**config.mk**
```make
export PLATFORM = sky130hd
export DESIGN_NAME = smsq_ctrl
export DESIGN_NICKNAME = d
export VERILOG_FILES = /design/src/smsq_pkg.sv /design/src/smsq_sync.sv /design/src/smsq_fifo.sv /design/src/smsq_ctrl.sv
export SDC_FILE = /design/constraint.sdc
export NUM_CORES = 1
export LEC_CHECK = 0
export BUFFER_PORTS_ARGS = -buffer_cell sky130_fd_sc_hd__buf_2
export CAP_MARGIN = 20
export CELL_PAD_IN_SITES_DETAIL_PLACEMENT = 1
export CELL_PAD_IN_SITES_GLOBAL_PLACEMENT = 1
export CORE_MARGIN = 1
export CORE_UTILIZATION = 42
export DETAILED_ROUTE_END_ITERATION = 16
export MAX_ROUTING_LAYER = met4
export PLACE_DENSITY = 0.86
export SETUP_SLACK_MARGIN = 0.2
export SLEW_MARGIN = 15
export SYNTH_ARGS = -nofsm -noshare
export SYNTH_HDL_FRONTEND = slang
export SYNTH_HIERARCHICAL = 1
export SYNTH_SLANG_ARGS = --single-unit
```
**constraint.sdc**
```tcl
create_clock -name core_clk_i -period 1.75 [get_ports core_clk_i]
set_input_delay 0.2625 -clock core_clk_i [delete_from_list [all_inputs] [get_ports core_clk_i]]
set_output_delay 0.2625 -clock core_clk_i [all_outputs]
set_load 0.02 [all_outputs]
```
**src/smsq_pkg.sv**
```systemverilog
// shared constants for the two-wire status sequencer controller
// Operation
// - software acknowledge bit used, hardware ack off
// - after start 1110, send address, expect 1100
// - in 1100 start restarts, stop aborts
// - in 1100 next byte returns to 1100
// - in 1100 stop alone ends transfer
// - start plus stop gives stop then start
// - clear event without data gives receive 1000
// - in 1000 ack one keeps receiving
// - nack with stop ends read
// - nack with start and stop restarts, 1110
// - ack with start gives repeated start, 1110
// - nack with start gives repeated start, 1110
// - data written first switches to transmit, 1100
// - touch shift data only while event set
package smsq_pkg;

  localparam int          DW          = 8;
  localparam logic        ADDR_CTRL   = 1'b0;
  localparam logic        ADDR_DATA   = 1'b1;
  localparam int          BIT_ROLE    = 7;
  localparam int          BIT_TXD     = 6;
  localparam int          BIT_STA     = 5;
  localparam int          BIT_STO     = 4;
  localparam int          BIT_ACK_REQUESTED_FLAG   = 3;
  localparam int          BIT_ARB     = 2;
  localparam int          BIT_ACK     = 1;
  localparam int          BIT_EVT     = 0;
  localparam logic [3:0]  V_START     = 4'hE;
  localparam logic [3:0]  V_MTX       = 4'hC;
  localparam logic [3:0]  V_MRX       = 4'h8;
  localparam logic [3:0]  V_NONE      = 4'h0;
  localparam logic [7:0]  RST_BYTE    = 8'h00;
  localparam int          FIFO_DEPTH  = 2;

  typedef enum logic [2:0] {
    OP_START      = 3'h0,
    OP_WRITE      = 3'h1,
    OP_READ       = 3'h2,
    OP_STOP       = 3'h3,
    OP_STOP_START = 3'h4,
    OP_RESTART    = 3'h5
  } smsq_op_t;

endpackage : smsq_pkg

```
**src/smsq_sync.sv**
```systemverilog
// two-flop synchroniser for inputs from the device
`timescale 1ns/100ps
module smsq_sync #(
  parameter int W = 1
) (
  input  wire logic         core_clk_i,
  input  wire logic         rst_i,
  input  wire logic [W-1:0] d_i,
  output logic      [W-1:0] q_o
);
  logic [W-1:0] meta_r;
  logic [W-1:0] q_r;

  // first stage feeds only the second
  always_ff @(posedge core_clk_i or posedge rst_i) begin
    if (rst_i) begin
      meta_r <= '0;
      q_r    <= '0;
    end else begin
      meta_r <= d_i;
      q_r    <= meta_r;
    end
  end

  assign q_o = q_r;
endmodule : smsq_sync

```
**src/smsq_fifo.sv**
```systemverilog
// shift-register buffer, head always in slot zero
`timescale 1ns/100ps
module smsq_fifo #(
  parameter int WIDTH = 8,
  parameter int DEPTH = 2
) (
  input  wire logic             core_clk_i,
  input  wire logic             rst_i,
  input  wire logic             in_valid_i,
  output logic                  in_ready_o,
  input  wire logic [WIDTH-1:0] in_data_i,
  output logic                  out_valid_o,
  input  wire logic             out_ready_i,
  output logic      [WIDTH-1:0] out_data_o
);
  logic [WIDTH-1:0] mem_r   [DEPTH];
  logic [WIDTH-1:0] mem_nxt [DEPTH];
  logic [DEPTH-1:0] vld_r;
  logic [DEPTH-1:0] vld_nxt;
  logic             push;
  logic             pop;

  // full is the last slot taken, so no push on full even with pop
  assign in_ready_o  = ~vld_r[DEPTH-1];
  assign out_valid_o = vld_r[0];
  assign out_data_o  = mem_r[0];
  assign push        = in_valid_i & ~vld_r[DEPTH-1];
  assign pop         = vld_r[0] & out_ready_i;

  always_comb begin
    logic placed;
    placed  = 1'b0;
    mem_nxt = mem_r;
    vld_nxt = vld_r;
    if (pop) begin
      for (int i = 0; i < DEPTH - 1; i++) begin
        mem_nxt[i] = mem_r[i+1];
        vld_nxt[i] = vld_r[i+1];
      end
      vld_nxt[DEPTH-1] = 1'b0;
    end
    if (push) begin
      for (int i = 0; i < DEPTH; i++) begin
        if (!placed && !vld_nxt[i]) begin
          mem_nxt[i] = in_data_i;
          vld_nxt[i] = 1'b1;
          placed     = 1'b1;
        end
      end
    end
  end

  always_ff @(posedge core_clk_i or posedge rst_i) begin
    if (rst_i) begin
      vld_r <= '0;
      for (int i = 0; i < DEPTH; i++) begin
        mem_r[i] <= '0;
      end
    end else begin
      vld_r <= vld_nxt;
      mem_r <= mem_nxt;
    end
  end
endmodule : smsq_fifo

```
**src/smsq_ctrl.sv**
```systemverilog
// controller that steps the device through master transfers
`timescale 1ns/100ps
module smsq_ctrl (
  input  wire logic               core_clk_i,
  input  wire logic               rst_i,
  input  wire logic               cmd_valid_i,
  input  wire smsq_pkg::smsq_op_t cmd_op_i,
  input  wire logic [7:0]         cmd_data_i,
  input  wire logic               cmd_ack_i,
  output logic                    cmd_ready_o,
  output logic                    rx_valid_o,
  output logic [7:0]              rx_data_o,
  input  wire logic               rx_ready_i,
  output logic [3:0]              status_o,
  output logic                    tx_nack_o,
  output logic                    busy_o,
  output logic                    err_o,
  output logic                    dev_req_o,
  output logic                    dev_we_o,
  output logic                    dev_addr_o,
  output logic [7:0]              dev_wdata_o,
  input  wire logic               dev_ack_i,
  input  wire logic [7:0]         dev_rdata_i,
  input  wire logic               dev_evt_i
);
  import smsq_pkg::*;

  ////////////////////////////////////////////////////////////////////////
  // types and decode helpers

  typedef enum logic [3:0] {
    S_IDLE     = 4'h0,
    S_CMD      = 4'h1,
    S_WR_DATA  = 4'h2,
    S_WR_CTRL  = 4'h3,
    S_WAIT_EVT = 4'h4,
    S_RD_STAT  = 4'h5,
    S_RD_DATA  = 4'h6,
    S_PUSH     = 4'h7
  } smsq_state_t;

  typedef enum logic [1:0] {
    B_IDLE = 2'h0,
    B_REQ  = 2'h1,
    B_REL  = 2'h2
  } smsq_bus_t;

  // vector expected after the control write for each order
  function automatic logic [3:0] next_vec(input smsq_op_t op);
    case (op)
      OP_START:      next_vec = V_START;
      OP_WRITE:      next_vec = V_MTX;
      OP_READ:       next_vec = V_MRX;
      OP_STOP:       next_vec = V_NONE;
      OP_STOP_START: next_vec = V_START;
      OP_RESTART:    next_vec = V_START;
      default:       next_vec = V_NONE;
    endcase
  endfunction : next_vec

  // which orders make sense at which vector
  function automatic logic legal(input logic [3:0] v, input smsq_op_t op);
    case (v)
      V_NONE:  legal = (op == OP_START);
      V_START: legal = (op == OP_WRITE);
      V_MTX:   legal = (op != OP_START);
      V_MRX:   legal = (op != OP_START);
      default: legal = 1'b0;
    endcase
  endfunction : legal

  // control byte: event bit always written zero to release the device
  function automatic logic [7:0] ctl_byte(input smsq_op_t op,
                                          input logic ack);
    logic [7:0] b;
    b = RST_BYTE;
    b[BIT_STA] = (op == OP_START) || (op == OP_STOP_START) ||
                 (op == OP_RESTART);
    b[BIT_STO] = (op == OP_STOP) || (op == OP_STOP_START);
    b[BIT_ACK] = ack;
    ctl_byte = b;
  endfunction : ctl_byte

  ////////////////////////////////////////////////////////////////////////
  // device inputs cross into our clock

  logic       ack_s;
  logic       evt_s;
  logic [7:0] rdata_s;

  smsq_sync #(
    .W (10)
  ) u_sync (
    .core_clk_i (core_clk_i),
    .rst_i      (rst_i),
    .d_i        ({dev_ack_i, dev_evt_i, dev_rdata_i}),
    .q_o        ({ack_s, evt_s, rdata_s})
  );

  ////////////////////////////////////////////////////////////////////////
  // register access handshake: four-phase req/ack

  smsq_state_t st_r;
  smsq_state_t st_nxt;
  smsq_bus_t   b_st_r;
  smsq_bus_t   b_st_nxt;
  logic        req_r, req_nxt;
  logic        we_r, we_nxt;
  logic        addr_r, addr_nxt;
  logic [7:0]  wd_r, wd_nxt;
  logic [7:0]  rd_r, rd_nxt;
  logic        b_go;
  logic        b_done;
  logic        acc_st;
  smsq_op_t    op_r, op_nxt;
  logic [7:0]  data_r, data_nxt;
  logic        ack_r, ack_nxt;

  assign acc_st = (st_r == S_WR_DATA) || (st_r == S_WR_CTRL) ||
                  (st_r == S_RD_STAT) || (st_r == S_RD_DATA);
  assign b_go   = acc_st && (b_st_r == B_IDLE);
  assign b_done = (b_st_r == B_REL) && !ack_s;

  always_comb begin
    b_st_nxt = b_st_r;
    req_nxt  = req_r;
    we_nxt   = we_r;
    addr_nxt = addr_r;
    wd_nxt   = wd_r;
    rd_nxt   = rd_r;
    case (b_st_r)
      B_IDLE: begin
        if (b_go) begin
          b_st_nxt = B_REQ;
          req_nxt  = 1'b1;
          we_nxt   = (st_r == S_WR_DATA) || (st_r == S_WR_CTRL);
          addr_nxt = (st_r == S_WR_DATA) || (st_r == S_RD_DATA);
          wd_nxt   = (st_r == S_WR_DATA) ? data_r : ctl_byte(op_r, ack_r);
        end
      end
      B_REQ: begin
        // device keeps read data steady while its ack is high
        if (ack_s) begin
          b_st_nxt = B_REL;
          req_nxt  = 1'b0;
          rd_nxt   = rdata_s;
        end
      end
      B_REL: begin
        if (!ack_s) begin
          b_st_nxt = B_IDLE;
        end
      end
      default: begin
        b_st_nxt = B_IDLE;
        req_nxt  = 1'b0;
      end
    endcase
  end

  always_ff @(posedge core_clk_i or posedge rst_i) begin
    if (rst_i) begin
      b_st_r <= B_IDLE;
      req_r  <= 1'b0;
      we_r   <= 1'b0;
      addr_r <= ADDR_CTRL;
      wd_r   <= RST_BYTE;
      rd_r   <= RST_BYTE;
    end else begin
      b_st_r <= b_st_nxt;
      req_r  <= req_nxt;
      we_r   <= we_nxt;
      addr_r <= addr_nxt;
      wd_r   <= wd_nxt;
      rd_r   <= rd_nxt;
    end
  end

  ////////////////////////////////////////////////////////////////////////
  // transfer sequencer

  logic [3:0] vec_r, vec_nxt;
  logic [3:0] exp_r, exp_nxt;
  logic       dwr_r, dwr_nxt;
  logic       nack_r, nack_nxt;
  logic       err_r, err_nxt;
  logic       rdy_r, rdy_nxt;
  logic       busy_r, busy_nxt;
  logic [7:0] rxb_r, rxb_nxt;
  logic       cmd_fire;
  logic       fifo_in_ready;
  logic       bad_stat;

  assign cmd_fire = cmd_valid_i && rdy_r;
  // arbitration loss is a fault here
  assign bad_stat = (rd_r[7:4] != exp_r) || rd_r[BIT_ARB] ||
                    ((rd_r[7:4] == V_MRX) && !rd_r[BIT_ACK_REQUESTED_FLAG]);

  always_comb begin
    st_nxt   = st_r;
    op_nxt   = op_r;
    data_nxt = data_r;
    ack_nxt  = ack_r;
    vec_nxt  = vec_r;
    exp_nxt  = exp_r;
    dwr_nxt  = dwr_r;
    nack_nxt = nack_r;
    rxb_nxt  = rxb_r;
    err_nxt  = 1'b0;
    case (st_r)
      S_IDLE, S_CMD: begin
        if (cmd_fire) begin
          op_nxt   = cmd_op_i;
          data_nxt = cmd_data_i;
          ack_nxt  = cmd_ack_i;
          if (!legal(vec_r, cmd_op_i)) begin
            err_nxt = 1'b1;
          end else if (cmd_op_i == OP_WRITE) begin
            st_nxt = S_WR_DATA;
          end else begin
            st_nxt = S_WR_CTRL;
          end
        end
      end
      S_WR_DATA: begin
        if (b_done) begin
          dwr_nxt = 1'b1;
          st_nxt  = S_WR_CTRL;
        end
      end
      S_WR_CTRL: begin
        if (b_go) begin
          exp_nxt = next_vec(op_r);
        end
        if (b_done) begin
          dwr_nxt = 1'b0;
          if (exp_r == V_NONE) begin
            vec_nxt = V_NONE;
            st_nxt  = S_IDLE;
          end else begin
            st_nxt = S_WAIT_EVT;
          end
        end
      end
      S_WAIT_EVT: begin
        // ack order means the old flag is already seen low here
        if (evt_s) begin
          st_nxt = S_RD_STAT;
        end
      end
      S_RD_STAT: begin
        if (b_done) begin
          vec_nxt  = rd_r[7:4];
          nack_nxt = (rd_r[7:4] == V_MTX) && !rd_r[BIT_ACK];
          if (bad_stat) begin
            err_nxt = 1'b1;
            vec_nxt = V_NONE;
            st_nxt  = S_IDLE;
          end else if (rd_r[7:4] == V_MRX) begin
            st_nxt = S_RD_DATA;
          end else begin
            st_nxt = S_CMD;
          end
        end
      end
      S_RD_DATA: begin
        // byte kept as shifted, msb first
        if (b_done) begin
          rxb_nxt = rd_r;
          st_nxt  = S_PUSH;
        end
      end
      S_PUSH: begin
        // a full buffer holds the bus: event stays set until room
        if (fifo_in_ready) begin
          st_nxt = S_CMD;
        end
      end
      default: begin
        st_nxt  = S_IDLE;
        vec_nxt = V_NONE;
      end
    endcase
    rdy_nxt  = (st_nxt == S_IDLE) || (st_nxt == S_CMD);
    busy_nxt = (st_nxt != S_IDLE);
  end

  always_ff @(posedge core_clk_i or posedge rst_i) begin
    if (rst_i) begin
      st_r   <= S_IDLE;
      op_r   <= OP_START;
      data_r <= RST_BYTE;
      ack_r  <= 1'b0;
      vec_r  <= V_NONE;
      exp_r  <= V_NONE;
      dwr_r  <= 1'b0;
      nack_r <= 1'b0;
      rxb_r  <= RST_BYTE;
      err_r  <= 1'b0;
      rdy_r  <= 1'b0;
      busy_r <= 1'b0;
    end else begin
      st_r   <= st_nxt;
      op_r   <= op_nxt;
      data_r <= data_nxt;
      ack_r  <= ack_nxt;
      vec_r  <= vec_nxt;
      exp_r  <= exp_nxt;
      dwr_r  <= dwr_nxt;
      nack_r <= nack_nxt;
      rxb_r  <= rxb_nxt;
      err_r  <= err_nxt;
      rdy_r  <= rdy_nxt;
      busy_r <= busy_nxt;
    end
  end

  ////////////////////////////////////////////////////////////////////////
  // received bytes to the user

  smsq_fifo #(
    .WIDTH (DW),
    .DEPTH (FIFO_DEPTH)
  ) u_fifo (
    .core_clk_i  (core_clk_i),
    .rst_i       (rst_i),
    .in_valid_i  (st_r == S_PUSH),
    .in_ready_o  (fifo_in_ready),
    .in_data_i   (rxb_r),
    .out_valid_o (rx_valid_o),
    .out_ready_i (rx_ready_i),
    .out_data_o  (rx_data_o)
  );

  assign cmd_ready_o = rdy_r;
  assign status_o    = vec_r;
  assign tx_nack_o   = nack_r;
  assign busy_o      = busy_r;
  assign err_o       = err_r;
  assign dev_req_o   = req_r;
  assign dev_we_o    = we_r;
  assign dev_addr_o  = addr_r;
  assign dev_wdata_o = wd_r;

  ////////////////////////////////////////////////////////////////////////
  // checks

  logic ctl_go;
  assign ctl_go = b_go && (st_r == S_WR_CTRL);
endmodule : smsq_ctrl

```
# Word-level counts from Yosys, hierarchy flattened
# Cells that the tools add are included.
[totals]
input_bits = 26
word_cells = 143
regBits = 95
out_inout_bits = 28
[classes]
eq_ne = 28
bitwise_logic = 5
n_mux = 44
reduce_logical = 44
[ops]
columns = ["operator", "n"]
rows = [
  ["4-bit two-way mux", 12],
  ["8-bit two-way mux", 4],
  ["4-bit one-hot mux with 7 select lines", 1],
  ["4-bit one-hot mux with 3 select lines", 2],
  ["4-bit == test, second input constant", 5],
  ["4-bit by 3-bit == test with 1-bit output, second input constant", 4],
  ["4-bit zero test", 4],
  ["16-bit two-way mux", 1],
  ["2-bit AND reduction", 7],
  ["1-bit two-way mux", 12],
  ["1-bit logical OR", 10],
  ["2-bit two-way mux", 5],
  ["2-bit != test, second input constant", 5],
  ["3-bit two-way mux", 3],
  ["4-bit by 1-bit == test with 1-bit output, second input constant", 2],
  ["4-bit by 2-bit == test with 1-bit output, second input constant", 2],
  ["3-bit by 1-bit == test with 1-bit output, second input constant", 2],
  ["3-bit by 2-bit == test with 1-bit output, second input constant", 2],
  ["3-bit == test, second input constant", 2],
  ["1-bit logical AND", 6],
  ["3-bit zero test", 2],
  ["1-bit one-hot mux with 3 select lines", 2],
  ["2-bit one-hot mux with 3 select lines", 1],
  ["3-bit AND reduction", 2],
  ["other kinds (15)", 23],
]

# Depth between registers and ports, before layout
[depth]
word_depth = 10
mapped_depth = 7
mapped_depth_nobuf = 5

# Hierarchy
# Netlist, hierarchy kept.
[modules_own_cells]
columns = ["mod", "seq_area_each_um2", "area_per_inst_um2", "instances", "cells_per_inst"]
rows = [
  ["smsq_ctrl", 1401.3, 2558.7, 1, 219],
  ["smsq_fifo", 450.4, 859.6, 1, 61],
  ["smsq_sync", 500.5, 504.2, 1, 21],
]

# Worst setup path after synthesis
# Ideal clock, no wire load.
[synth_timing]
path_type = "reg-to-reg"
startpoint = "reg st_r[1]"
endpoint = "reg u_fifo/mem_r[0] (netlist name)"
synth_period_minus_slack_ps = 1759
required_time_ps = 1625
setup_time_ps = 125
setup_slack_ps = -9
path_stages_with_launch = 8
n_path_buf = 2
arrival_ps = 1634
path_cell_list = "dfrtp_1 > buf_4 > buf_2 > nand2_1 > nor2_1 > nand2b_1 > nor2_8 > mux2_2"
[synth_via]
elab_chain_len = 3
[synth_lines]
columns = ["element", "line_no", "rtl"]
rows = [
  ["start: declaration", "smsq_ctrl.sv:103", "smsq_state_t st_r;"],
  ["start signal: assignment", "smsq_ctrl.sv:303", "st_r <= st_nxt;"],
  ["4-bit by 3-bit == test with 1-bit output", "smsq_ctrl.sv:327", ".in_valid_i (st_r == S_PUSH),"],
  ["1-bit bitwise AND", "smsq_fifo.sv:27", "assign push = in_valid_i & ~vld_r[DEPTH-1];"],
  ["2-bit AND reduction (no source line)", "--", ""],
  ["end signal: assignment", "smsq_fifo.sv:61", "mem_r <= mem_nxt;"],
  ["end: declaration", "smsq_fifo.sv:16", "logic [WIDTH-1:0] mem_r [DEPTH];"],
]
# No other way between the ends.
# A chain may end at the register's enable or synchronous reset.

# Final worst setup path
[layout_timing]
startpoint = "reg st_r[0]"
endpoint = "reg busy_r, in the netlist busy_o"
[layout_via]
elab_chain_len = 4
elab_cells_between_ends = 19
classes_between = "eq/ne: 7; mux: 9; reduce/logical: 3"
[layout_lines]
columns = ["element", "line_no", "rtl"]
rows = [
  ["4-bit by 1-bit == test with 1-bit output, or another cell as far along", "smsq_ctrl.sv:210", "case (st_r)"],
  ["2-bit OR reduction or 4-bit two-way mux (tied branches)", "smsq_ctrl.sv:210, smsq_ctrl.sv:212", ""],
  ["4-bit one-hot mux with 7 select lines *", "smsq_ctrl.sv:210", ""],
  ["4-bit nonzero test *", "smsq_ctrl.sv:285", "busy_nxt = (st_nxt != S_IDLE);"],
  ["named net busy_nxt", "smsq_ctrl.sv:188", "logic busy_r, busy_nxt;"],
  ["end signal: assignment", "smsq_ctrl.sv:314", "busy_r <= busy_nxt;"],
  ["end: declaration", "smsq_ctrl.sv:188", ""],
]
# Mark *: on every way through the listed nets, which the timed path passes. The rest lies on a longest branch.

==> impl_metrics.toml <==
[cts]
cts.reportedPaths.clkPinSlew_ps = 110
clockRootBuffer = "clkbuf_8"
h-tree-depth = 3
clock-sinks = 94
cts_tree = "yes"
cts-buffers-inserted = 9
clk_latency_ps = 380
clockBufferDepth = 2

[critical_path]
cp_data_required_time_ps = 2000
cp_max_fo = 5
crit_top_cell = "buf_4"
slowest_stage = "dfrtp_2"
cp-start-kind = "flip-flop"
slowest_delay_ps = 480
crit_type = "flip-flop to flip-flop"
cp_cell_sequence = "buf_4 > buf_4 > nor3_2 > a211o_1 > o221a_1 > nand4_1"
endpoint_kind = "flip-flop"
critPathArrivalTime_ps = 1980

[place]
placed_cells = 460
dp_hpwl_um = 6330
gp_congestion = 0.798
port_buffers = 53

[global_route]
grt_use_met2_pct = 37.0
busiest_layer = "met2"
grt.overflow.total = 0
antenna_found_initial = 1
grt_max_degree = 22
grt_pass1_vias = 3065
grt_use_total_pct = 22.7
met3_usage_pct = 5.32
grt_pass1_wl_um = 16200
grt_util_met1_pct = 27.0

[synth]
ys.flop_type = "dfrtp_1"
syn_inst = 301
synth.distinct_cells = 50
synth.cell_area_mm2 = 0.00392
synth_nets = 327
yosysSeqAreaShare_pct = 60.0
syn_avg_cell_area_um2 = 13.0
async_flop_share_pct = 100
ys.warnings.count = 6
ys_ff_latch = 94
synth_edf_count = 0

[floorplanning]
dieWidth_um = 98.6
die_h_um = 98.6
core-area_mm2 = 0.00889
rows = 34
initial_core_util_pct = 44.1
io_pins = 54
die-area_mm2 = 0.00973

[cells_and_area]
area_growth_pct = 31.8
layout.cells.non_filler = 513
finalNetCount = 425
drive_gt1_share_pct = 50.5

[power]
p_per_area_mw_per_mm2 = 998
vdd_ir_drop_max_mv = 0.598
leakage_uw = 0.00247
p_total_uw = 5160

[drt]
wl_per_cell_um = 23.4
first_iter_violations = 223
drtPass1Iterations = 5
vias = 2859
drc = 0
ant_nets = 0
routed_via_density = 5.57
wirelength_um = 12000

[sta]
fmax_ghz = 0.580
drv_slew = 0
holdWs_ps = 126
hold_viol = 0
relSlewSlack_pct = 48.4
tns_ps = 0
worst_slew_pin_slew_ps = 774
skew_ps = 16.1
min_period_over_period_pct = 98.6
rsz0062_at_grt = "true"
setup_viol = 0
period_needed_ps = 1730

[run]
maxCapViolCount = 0

[hold_path]
hp-class = "input pin to flip-flop"

[run_status]
status = "finished clean"
[report_power, final]
part | switching (uW) | total, uW | internal (uW)
clock network | 826 | 1580 | 757
logic | 438 | 893 | 455
registers | 278 | 2690 | 2410
total | 1540 | 5160 | 3620
[final timing paths]
path	startpoint	end	slack, ps	depth (start not counted)
max in group asynchronous	rst_i	u_sync/q_o[9]	600	3
min in group asynchronous	rst_i	err_o	490	3
max	st_r[0]	busy_o	20	6
min reg2reg	u_sync/meta_r[3]	u_sync/q_o[3]	360	0
max reg2reg	st_r[0]	busy_o	20	6
min	cmd_data_i[7]	data_r[7]	130	2
[synthesized netlist by cell type (all sizes together) (2+ instances only)]
cell type  count  area share, %
mux2          54             16
o31ai          2           0.38
inv            9           0.86
dfrtp         94             60
xnor2          4           0.89
o21a           3           0.57
o21ai         13            1.7
nor4           3           0.86
a21o           2           0.38
nor2b          7            1.1
o22ai          2           0.32
nor3b          2           0.96
nor3           7            1.3
nor2          10            1.4
a22o           3           0.67
clkbuf         2           0.19
mux2i          2           0.51
a21oi          7           0.89
nand4          2           0.32
buf           14            2.6
a31oi          2           0.32
nor4b          2           0.45
nand2b         5           0.99
nand2         32            3.1
nand3          2           0.38
[cell usage in the layout (no fill, tap or decap), types with 5 or more instances in the layout]
cell type       n
buf_2          54
dlygate4sd3_1  11
nand2_1        28
mux2_2         33
nor2b_1         5
a21oi_1         6
clkbuf_8       11
dfrtp_1        85
buf_4          24
mux2_4         21
buf_6          10
inv_1           8
o21ai_0        11
nor2_1          8
dfrtp_2         9
[per-stage QoR]
step	instance area, um^2	util (%)	setup WS (ps)
3_5_place_dp	4380	49.2	26.6
2_1_floorplan	3960	-	192
4_1_cts	4910	55.3	159
6_report	5170	58.1	24.7
3_3_place_gp	4380	49.2	122
5_1_grt	5170	58.1	-10.0
[final cells by class]
type	count	area [um^2]
antenna	1	2.50
sequential	94	2360
multi-input combinational	183	1680
clock buffer	11	151
fill	867	3720
tap	108	135
clock inverter	5	63.8
inverter	9	37.5
timing repair buffer	102	733
[sequential cells by signal, summed over array words and instances (netlist names), 2 cells and up]
name / flops
u_fifo/out_data_o: 8
u_sync/meta_r: 10
rd_r: 8
st_r: 4
b_st_r: 2
op_r: 3
rxb_r: 8
data_r: 8
status_o: 4
u_sync/q_o: 10
dev_wdata_o: 8
exp_r: 3
u_fifo/mem_r: 8
u_fifo/vld_r: 2
[worst max-delay path: cells and delay by family, from the launching register on]
kind            cells  cell delay, ps
flops               1             480
compound gates      2             410
simple gates        2             400
buf+inv             2             310
[cell families (layout without fill, tap and decap cells)]
kind of cell | count (synthesis) | after routing | share of synthesized area, %
xor+xnor | 5 | 5 | 1.12
simple gates | 79 | 80 | 12.4
compound gates | 41 | 41 | 6.73
flops | 94 | 94 | 60.0
mux | 56 | 56 | 16.0
other cells | 1 | 2 | 0.0956
buf+inv | 25 | 127 | 3.70
[metal layers]
layer  wire length, um  up-vias  part of all wire [%]
met5                 0        -                     0
met4               386        0                   3.2
met3               365       35                   3.0
met2              6150       80                    51
met1              5130     1506                    43
li1                  -     1238                     -
[timing repair]
action,4_1_cts,5_1_grt
buffers inserted,12,11
endpoints found under the setup margin,47,54
pin swaps,3,20
cloned,0,2
hold endpoints to repair,27,1
hold buffers,10,1
resized for setup,32,34
Note: power is estimated with default switching activity, not from simulation.
